===== src/core/sw_cfg_regs.svh =====
// register offsets, field positions, reset values and timing figures of the switch-input configuration block
// assumes: included by bare name from the package and the design modules
`ifndef SW_CFG_REGS_SVH
`define SW_CFG_REGS_SVH

`define INPUT_COUNT        24
`define GROUP_COUNT        6
`define THRESH_W           12
`define INT_EN_W           48
`define DUR_W              3

`define OFF_PULSE_TIME     8'h1F
`define OFF_PULSE_EN       8'h20
`define OFF_THRESH         8'h21
`define OFF_INT_EN_LO      8'h22
`define OFF_INT_EN_HI      8'h23

`define DUR_LSB            4
`define WORD_ZERO          24'h000000
`define THRESH_RST         12'h000
`define INT_EN_RST         48'h000000000000
`define DUR_RST            3'h0

`define PULSE_UNIT_US      64
`define CLK_MHZ            50
`define PULSE_UNIT_CYCLES  (`PULSE_UNIT_US * `CLK_MHZ)

`endif


===== src/core/sw_cfg_pkg.sv =====
// types shared by the switch-input configuration block
// assumes: sw_cfg_regs.svh on the include path
`include "sw_cfg_regs.svh"
`default_nettype none

package sw_cfg_pkg;

  typedef struct packed {
    logic [`INT_EN_W-1:0]    int_en;
    logic [`DUR_W-1:0]       dur;
    logic [`THRESH_W-1:0]    thresh;
    logic [`INPUT_COUNT-1:0] pulse_en;
  } cfg_t;

  typedef enum logic [2:0] {
    S_IDLE   = 3'b001,
    S_PULSE  = 3'b010,
    S_SAMPLE = 3'b100
  } samp_state_t;

endpackage

`default_nettype wire


===== src/core/pulse_timer.sv =====
// timer for the cleaning pulse: (code + 1) units of the unit length
// assumes: start_in is a one-cycle pulse on core_clk_in, not given while running
`include "sw_cfg_regs.svh"
`default_nettype none

module pulse_timer #(
  parameter int unsigned UNIT_CYCLES = `PULSE_UNIT_CYCLES
) (
  input  wire logic       core_clk_in,
  input  wire logic       sys_rst_in,
  input  wire logic       start_in,
  input  wire logic [2:0] code_in,
  output logic            done_out
);

  logic [15:0] cyc;
  logic [2:0]  ticks;
  logic [2:0]  code_q;
  logic        running;

  wire unit_end = (cyc == 16'(UNIT_CYCLES - 1));
  wire last     = unit_end && (ticks == code_q);

  assign done_out = running && last;

  always_ff @(posedge core_clk_in or posedge sys_rst_in) begin
    if (sys_rst_in) begin
      running <= 1'b0;
      cyc     <= 16'h0000;
      ticks   <= 3'h0;
      code_q  <= 3'h0;
    end else if (start_in) begin
      running <= 1'b1;
      cyc     <= 16'h0000;
      ticks   <= 3'h0;
      code_q  <= code_in;
    end else if (running) begin
      if (unit_end) begin
        cyc <= 16'h0000;
        if (last) running <= 1'b0;
        else ticks <= ticks + 3'h1;
      end else begin
        cyc <= cyc + 16'h0001;
      end
    end
  end
endmodule

`default_nettype wire


===== src/core/switch_cfg.sv =====
// pulse-current enables, comparator thresholds and sampling of a 24-input switch monitor
// assumes: register port and sample_start_in on core_clk_in; comp_raw_in from the analog comparators
//
// Operation
// - one pulse enable bit per input
// - six 2-bit threshold fields, four inputs each
// - codes 0..3 select 2, 2.7, 3, 4 V
// - threshold bits 23..12 read zero, ignore writes
// - both registers reset to zero
// - pulse lasts 64 us times code plus one
// - per-input interrupt on rise, fall or both
`include "sw_cfg_regs.svh"
`default_nettype none

module switch_cfg
  import sw_cfg_pkg::*;
#(
  parameter int unsigned PULSE_UNIT_CYCLES = `PULSE_UNIT_CYCLES
) (
  input  wire logic                    core_clk_in,
  input  wire logic                    sys_rst_in,
  input  wire logic [7:0]              reg_addr_in,
  input  wire logic [23:0]             reg_wdata_in,
  input  wire logic                    reg_wr_in,
  input  wire logic                    reg_rd_in,
  output logic      [23:0]             reg_rdata_out,
  output logic                         reg_rvalid_out,
  input  wire logic                    pulse_mode_in,
  input  wire logic                    sample_start_in,
  input  wire logic [`INPUT_COUNT-1:0] comp_raw_in,
  output cfg_t                         active_cfg_out,
  output logic      [`INPUT_COUNT-1:0] level_sel_out,
  output logic      [`INPUT_COUNT-1:0] pulse_drive_out,
  output logic                         busy_out,
  output logic      [`INPUT_COUNT-1:0] switch_state_out,
  output logic      [`INPUT_COUNT-1:0] edge_event_out,
  output logic                         sample_done_out
);

  // ----------------------------------------------------------------
  // register file
  // ----------------------------------------------------------------
  cfg_t cfg;

  wire hit_time   = (reg_addr_in == `OFF_PULSE_TIME);
  wire hit_pen    = (reg_addr_in == `OFF_PULSE_EN);
  wire hit_thresh = (reg_addr_in == `OFF_THRESH);
  wire hit_int_lo = (reg_addr_in == `OFF_INT_EN_LO);
  wire hit_int_hi = (reg_addr_in == `OFF_INT_EN_HI);

  // unmapped offsets read zero
  wire [23:0] rd_word =
    hit_time   ? {17'h00000, cfg.dur, 4'h0} :
    hit_pen    ? cfg.pulse_en :
    hit_thresh ? {12'h000, cfg.thresh} :
    hit_int_lo ? cfg.int_en[23:0] :
    hit_int_hi ? cfg.int_en[47:24] : `WORD_ZERO;

  always_ff @(posedge core_clk_in or posedge sys_rst_in) begin
    if (sys_rst_in) begin
      cfg.pulse_en <= `WORD_ZERO;
      cfg.thresh   <= `THRESH_RST;
      cfg.dur      <= `DUR_RST;
      cfg.int_en   <= `INT_EN_RST;
    end else if (reg_wr_in) begin
      if (hit_pen) cfg.pulse_en <= reg_wdata_in;
      if (hit_thresh) cfg.thresh <= reg_wdata_in[`THRESH_W-1:0];
      if (hit_time) cfg.dur <= reg_wdata_in[`DUR_LSB+:`DUR_W];
      if (hit_int_lo) cfg.int_en[23:0] <= reg_wdata_in;
      if (hit_int_hi) cfg.int_en[47:24] <= reg_wdata_in;
    end
  end

  always_ff @(posedge core_clk_in or posedge sys_rst_in) begin
    if (sys_rst_in) begin
      reg_rdata_out  <= `WORD_ZERO;
      reg_rvalid_out <= 1'b0;
    end else begin
      reg_rvalid_out <= reg_rd_in;
      if (reg_rd_in) reg_rdata_out <= rd_word;
    end
  end

  // ----------------------------------------------------------------
  // comparator input synchroniser
  // ----------------------------------------------------------------
  logic [`INPUT_COUNT-1:0] comp_meta;
  logic [`INPUT_COUNT-1:0] comp_sync;

  always_ff @(posedge core_clk_in or posedge sys_rst_in) begin
    if (sys_rst_in) begin
      comp_meta <= `WORD_ZERO;
      comp_sync <= `WORD_ZERO;
    end else begin
      comp_meta <= comp_raw_in;
      comp_sync <= comp_meta;
    end
  end

  // ----------------------------------------------------------------
  // sampling sequence
  // ----------------------------------------------------------------
  samp_state_t state;
  logic        timer_done;

  wire start_ok    = (state == S_IDLE) && sample_start_in;
  wire want_pulse  = pulse_mode_in && (|cfg.pulse_en);
  wire timer_start = start_ok && want_pulse;

  pulse_timer #(
    .UNIT_CYCLES (PULSE_UNIT_CYCLES)
  ) u_timer (
    .core_clk_in (core_clk_in),
    .sys_rst_in  (sys_rst_in),
    .start_in    (timer_start),
    .code_in     (cfg.dur),
    .done_out    (timer_done)
  );

  // per-input edge detection against the previous sample
  logic [`INPUT_COUNT-1:0] ev;

  genvar gi;
  generate
    for (gi = 0; gi < `INPUT_COUNT; gi++) begin : g_in
      wire rise = comp_sync[gi] & ~switch_state_out[gi];
      wire fall = ~comp_sync[gi] & switch_state_out[gi];
      assign ev[gi] = (active_cfg_out.int_en[2*gi] & rise) | (active_cfg_out.int_en[2*gi+1] & fall);
    end
    // one-hot level select per group: bit 0 = 2 V, 1 = 2.7 V, 2 = 3 V, 3 = 4 V
    for (gi = 0; gi < `GROUP_COUNT; gi++) begin : g_grp
      assign level_sel_out[4*gi+:4] = 4'h1 << active_cfg_out.thresh[2*gi+:2];
    end
  endgenerate

  assign busy_out = (state != S_IDLE);

  // settings are copied only when a sampling begins, so a write mid-sample cannot tear it
  always_ff @(posedge core_clk_in or posedge sys_rst_in) begin
    if (sys_rst_in) begin
      state            <= S_IDLE;
      active_cfg_out   <= '0;
      pulse_drive_out  <= `WORD_ZERO;
      switch_state_out <= `WORD_ZERO;
      edge_event_out   <= `WORD_ZERO;
      sample_done_out  <= 1'b0;
    end else begin
      edge_event_out  <= `WORD_ZERO;
      sample_done_out <= 1'b0;
      unique case (state)
        S_IDLE: begin
          if (start_ok) begin
            active_cfg_out <= cfg;
            if (want_pulse) begin
              pulse_drive_out <= cfg.pulse_en;
              state           <= S_PULSE;
            end else begin
              state <= S_SAMPLE;
            end
          end
        end
        S_PULSE: begin
          if (timer_done) begin
            pulse_drive_out <= `WORD_ZERO;
            state           <= S_SAMPLE;
          end
        end
        S_SAMPLE: begin
          switch_state_out <= comp_sync;
          edge_event_out   <= ev;
          sample_done_out  <= 1'b1;
          state            <= S_IDLE;
        end
      endcase
    end
  end

  // helper: length of the current pulse
  logic [17:0] pulse_len;
  always_ff @(posedge core_clk_in or posedge sys_rst_in) begin
    if (sys_rst_in) pulse_len <= 18'h00000;
    else if (state == S_PULSE) pulse_len <= pulse_len + 18'h00001;
    else pulse_len <= 18'h00000;
  end
  wire [17:0] pulse_want = 18'((active_cfg_out.dur + 4'h1) * PULSE_UNIT_CYCLES);
endmodule

`default_nettype wire

===== config.mk =====
export PLATFORM = sky130hd
export DESIGN_NAME = switch_cfg
export DESIGN_NICKNAME = d
export VERILOG_FILES = /design/src/core/sw_cfg_pkg.sv /design/src/core/pulse_timer.sv /design/src/core/switch_cfg.sv
export VERILOG_INCLUDE_DIRS = /design/src /design/src/core
export SDC_FILE = /design/constraint.sdc
export NUM_CORES = 1
export LEC_CHECK = 0
export BUFFER_PORTS_ARGS = -buffer_cell sky130_fd_sc_hd__buf_2
export CAP_MARGIN = 20
export CELL_PAD_IN_SITES_DETAIL_PLACEMENT = 1
export CELL_PAD_IN_SITES_GLOBAL_PLACEMENT = 2
export CORE_ASPECT_RATIO = 2
export CORE_UTILIZATION = 37
export CTS_CLUSTER_SIZE = 8
export DETAILED_ROUTE_END_ITERATION = 6
export PLACE_DENSITY = 0.79
export SKIP_LAST_GASP = 1
export SLEW_MARGIN = 20
export SYNTH_ARGS = -nofsm -noshare
export SYNTH_HDL_FRONTEND = slang
export SYNTH_SLANG_ARGS = --single-unit

===== constraint.sdc =====
create_clock -name core_clk_in -period 14.7 [get_ports core_clk_in]
set_input_delay 1.47 -clock core_clk_in [delete_from_list [all_inputs] [get_ports core_clk_in]]
set_output_delay 1.47 -clock core_clk_in [all_outputs]
set_load 0.01 [all_outputs]

* Yosys cells after proc, flatten, opt, wreduce, memory -nomap -nowiden *
Cells that the tools add are included.

word-level totals
  memories = 0
  input bits = 62
  register bits after elaboration = 346
  latch bits = 0
  output and inout bits = 210
  memory bits (read-only) = 0
  RAM bits = 0
  logic and storage cells = 257

cells by class
  muxes and demuxes = 26
  $add $sub $neg = 2
  reduce and logical (&&, ||, !) cells = 18
  divide/modulo/power cells = 0
  eq/ne operators = 15
  magnitude comparators = 0
  multipliers = 0
  shift-type cells = 6
  bitwise gates (word level) = 168

operators by type and width
  cell                                                                     number
  24-bit 2-to-1 mux                                                        9
  1-bit bitwise AND                                                        96
  16-bit 2-to-1 mux                                                        3
  1-bit NOT                                                                48
  24-bit one-hot mux with 2 select lines                                   1
  8-bit by 6-bit equality test with 1-bit output, second input constant    4
  1-bit bitwise OR                                                         24
  24-bit OR reduction                                                      1
  1-bit by 2-bit left shift with 4-bit output, first input constant        6
  3-bit 2-to-1 mux                                                         7
  16-bit by 1-bit adder with 16-bit output, second input constant          1
  16-bit by 12-bit equality test with 1-bit output, second input constant  1
  2-bit AND reduction                                                      7
  3-bit one-hot mux with 3 select lines                                    1
  8-bit by 5-bit equality test with 1-bit output, second input constant    1
  2-bit != test, second input constant                                     4
  2-bit nonzero test                                                       3
  1-bit logical AND                                                        5
  1-bit 2-to-1 mux                                                         5
  4-bit AND reduction                                                      1
  3-bit by 1-bit adder with 3-bit output, second input constant            1
  3-bit by 1-bit equality test with 1-bit output, second input constant    1
  3-bit by 2-bit equality test with 1-bit output, second input constant    1
  3-bit equality test                                                      1
  other kinds (3)                                                          3

* Depth between registers and ports, before layout *
  word-level depth = 6
  gate-level depth with buffers = 9
  gate-level depth less buffers = 6

* Hierarchy *
A second synthesis with hierarchy kept.

second synthesis, totals
  cells, all modules = 1059
  area total of the unflattened synthesis = 13741.9 µm²

modules (own cells, without submodules)
  module       seq. area each (µm²)  instances  area each (µm²)  cells an instance
  switch_cfg   8084.0                1          12499.5          931
  pulse_timer  575.6                 1          1242.4           128

* Least setup slack after synthesis *
Ideal clock, no wire load.

  path type = input to register
  from = input port reg_addr_in[4]
  to = register cfg[24] (netlist name)
  data required time = 14.575 ns
  library setup time = 0.125 ns
  buffers on the path = 2
  arrival = 3.041 ns
  setup slack = 11.534 ns
  cell stages on the path = 7
  cell sequence = or4b_4 -> nor3_4 -> and2_1 -> buf_6 -> nand2_4 -> buf_6 -> mux2_4

between the ends
  longest elaborated chain between the ends = 2

RTL lines
  item                                                      line              text
  start, declared                                           switch_cfg.sv:22  input wire logic [7:0] reg_addr_in,
  8-bit by 6-bit equality test with 1-bit output (no line)  n/a
  2-bit AND reduction (no line)                             n/a
  end, declared                                             switch_cfg.sv:43  cfg_t cfg;

Every way passes these cells.
A chain may end at the register's enable or synchronous reset.

* Final worst setup path *
  from = input port reg_addr_in[4]
  to = register cfg[70] (netlist name)

Same word-level chain as after synthesis.

==> flow_metrics.env <==
export IMPL_final_antenna_net_count=0
export IMPL_holdBufCountCts=0
export IMPL_hpwl_mm=28.87
export IMPL_swShare_pct=22.51
export IMPL_critPathArrivalTime_ns=3.75
export IMPL_hold_viol=0
export IMPL_io_buffer_count=271
export IMPL_setup_viol=0
export IMPL_chipWidth_um=138.0
export IMPL_crit_required_ns=15.13
export IMPL_hold_slack_ns=0.3426
export IMPL_htreeDepth=2
export IMPL_tns_ns=0
export IMPL_grt_start_max_net_pins=171
export IMPL_fin_worst_skew_ns=0.01172
export IMPL_synth_flop_cell="dfrtp_1"
export IMPL_io_pins=272
export IMPL_final_layout_size_suffix_gt1_share_pct=38.98
export IMPL_p_clk_share_pct=48.6
export IMPL_status="finished with violations"
export IMPL_gr_usage_all_layers_pct=21.54
export IMPL_hold_depth=0
export IMPL_synth_fp_nets=1123
export IMPL_path_class="in2reg"
export IMPL_post_route_drc_count=1
export IMPL_area_growth_pct=23.26
export IMPL_reg2reg_depth=6
export IMPL_synth_edf_count=0
export IMPL_ys_ff_latch=346
export IMPL_violations="design-rule violations"
export IMPL_combPwrFrac_pct=3.4
export IMPL_cts_tree="built"
export IMPL_slew_violations=0
export IMPL_powerDensity_nw_per_um2=122.8
export IMPL_vias_per_cell=5.357
export IMPL_p_sw_mw=0.4666
export IMPL_final_cell_mix="dfrtp_1 (345), buf_2 (271), mux2_2 (164), nand2_1 (121), nand3_1 (56)"
export IMPL_root_buffer="clkbuf_16"
export IMPL_ys_types=56
export IMPL_p_int_mw=1.606
export IMPL_hp_class="reg2reg"
export IMPL_cts_buffer_depth=3
export IMPL_antenna_found_initial=8
export IMPL_async_flop_share_pct=100.0
export IMPL_drt_first_iter_violations=480
export IMPL_initial_core_util_pct=37.59
export IMPL_grt_pass1_wl_mm=62.95
export IMPL_syn_avg_cell_area_um2=12.93
export IMPL_fin_total_pwr_mw=2.072
export IMPL_cts_buffers=49
export IMPL_placementRows=99
export IMPL_maxCapViolCount=0
export IMPL_clock_insertion_delay_worst_skew_ns=0.56
export IMPL_die_h_um=274.0
export IMPL_rsz0062_at_grt="no"
export IMPL_cts_setup_buffers=0
export IMPL_routedWlPerCell_um=22.15
export IMPL_power_frac_seq_pct=48.0
export IMPL_path_max_fanout=25
export IMPL_wl_mm=40.00
export IMPL_layout_min_cycle_time_ns=3.315
export IMPL_clk_pin_slew_ns=0.05
export IMPL_relSlewSlack_pct=30.14
export IMPL_nets=1400
export IMPL_min_period_over_period_pct=22.55
export IMPL_synthCells=1059
export IMPL_place_congestion=0.8694
export IMPL_overflow=0
export IMPL_fmax_ghz=0.3017
export IMPL_dieArea_um2=37820
export IMPL_synth_cell_area_um2=13690
export IMPL_dr_total_vias=9674
export IMPL_drt_pass1_iter_count=7
export IMPL_grt_pass1_vias=10580
export IMPL_cts_resized_gates=0
export IMPL_yosysWarnings=0
export IMPL_critPathCaptureType="register"
export IMPL_crit_path_start_kind="input pin"
export IMPL_worst_pin_slew_ns=1.048
export IMPL_final_common_cell="dfrtp_1"
export IMPL_core_area_um2=36420
export IMPL_cellLeakagePower_nw=8.770
export IMPL_vdd_drop_max_v=0.0001016
export IMPL_seq_area_frac_synth_pct=63.25
export IMPL_cts_sinks=346
-- state kept, by name (all words and copies together), names as in the netlist, 16 cells and up --
signal,count
comp_meta,24
switch_state_out,24
u_timer.cyc,16
comp_sync,24
reg_rdata_out,24
pulse_drive_out,24
active_cfg_out,87
edge_event_out,24
cfg,87
-- per-layer routing --
metal | global-route usage, % | routed length [µm]
met2 | 39.83 | 21950
met1 | 23.78 | 14730
met3 | 3.458 | 1508
met5 | 0 | 49
met4 | 10.53 | 1759
-- worst max-delay path: stages --
cell and delay [ns]:
buf_2 0.12, or4b_4 0.61, nor3_4 0.13, buf_4 0.31, nand2_1 0.47, buf_8 0.33
mux2_2 0.28
-- synthesized netlist by cell type (7+ instances only) --
master | number | share of area (%)
a21oi_1 | 49 | 1.8
a222oi_1 | 21 | 1.5
a32oi_1 | 9 | 0.58
and2_1 | 8 | 0.37
buf_2 | 13 | 0.48
clkbuf_1 | 38 | 1.0
dfrtp_1 | 345 | 63
inv_1 | 8 | 0.22
mux2_2 | 164 | 13
mux2_4 | 10 | 1.1
nand2_1 | 123 | 3.4
nand3_1 | 56 | 2.0
nand3b_1 | 53 | 2.9
nand4_1 | 7 | 0.32
nor2_1 | 38 | 1.0
nor2b_1 | 14 | 0.64
nor4_1 | 8 | 0.37
o21ai_0 | 20 | 0.73
or3_1 | 8 | 0.37
-- path summary, 6_finish.rpt --
kind | startpoint | endpoint | slack, ns
worst max-delay path | reg_addr_in[4] | cfg[70] | 11.38
worst min-delay path | comp_meta[18] | comp_sync[18] | 0.34
worst max register to register | cfg[1] | u_timer.cyc[11] | 11.59
worst min register to register | comp_meta[18] | comp_sync[18] | 0.34
max in group asynchronous | sys_rst_in | cfg[17] | 11.42
min in group asynchronous | sys_rst_in | comp_meta[13] | 1.05
-- kinds of logic (layout without fill, tap and decap cells) --
group	after synthesis	count (layout)	synth area share (%)
DFF	346	346	63.25
and+or+nand+nor	344	344	13.43
muxes	180	180	15.02
AOI/OAI and AO/OA	115	115	5.593
buffers and inverters	65	353	2.065
xor gates and xnor gates	7	7	0.4478
adders and majority gates	2	2	0.1828
other	0	5	0
-- cell type report --
class                           instances  area (µm²)
Timing Repair Buffer                  282        1479
Tap cell                              454       568.0
Clock buffer                           59        1285
Inverter                                9       41.29
Clock inverter                          3       45.04
Multi-Input combinational cell        648        4785
Sequential cell                       346        8660
Fill cell                            3865       19540
Antenna cell                            5       12.51
-- power by group through the flow --
stage	Combinational, mW	Clock [mW]	Sequential [mW]
global placement	0.0701	0	1.01
floorplan	0.0395	0	1.00
finish	0.0702	1.01	0.995
CTS	0.0726	1.04	0.995
detailed placement	0.0721	0	1.01
global route	0.0784	1.07	0.997
-- stage by stage --
step / setup slack, ns / instance area, µm² / std cells / utilization (%)
after floorplan: 3.638 / 13690 / 1059 / -
after global placement: 10.70 / 15490 / 1737 / 42.53
after detailed placement: 10.66 / 15510 / 1738 / 42.60
after CTS: 11.22 / 16840 / 1800 / 46.26
after global routing: 11.00 / 16870 / 1804 / 46.32
final: 11.38 / 16870 / 1806 / 46.34
(Power assumes the default switching activity.)
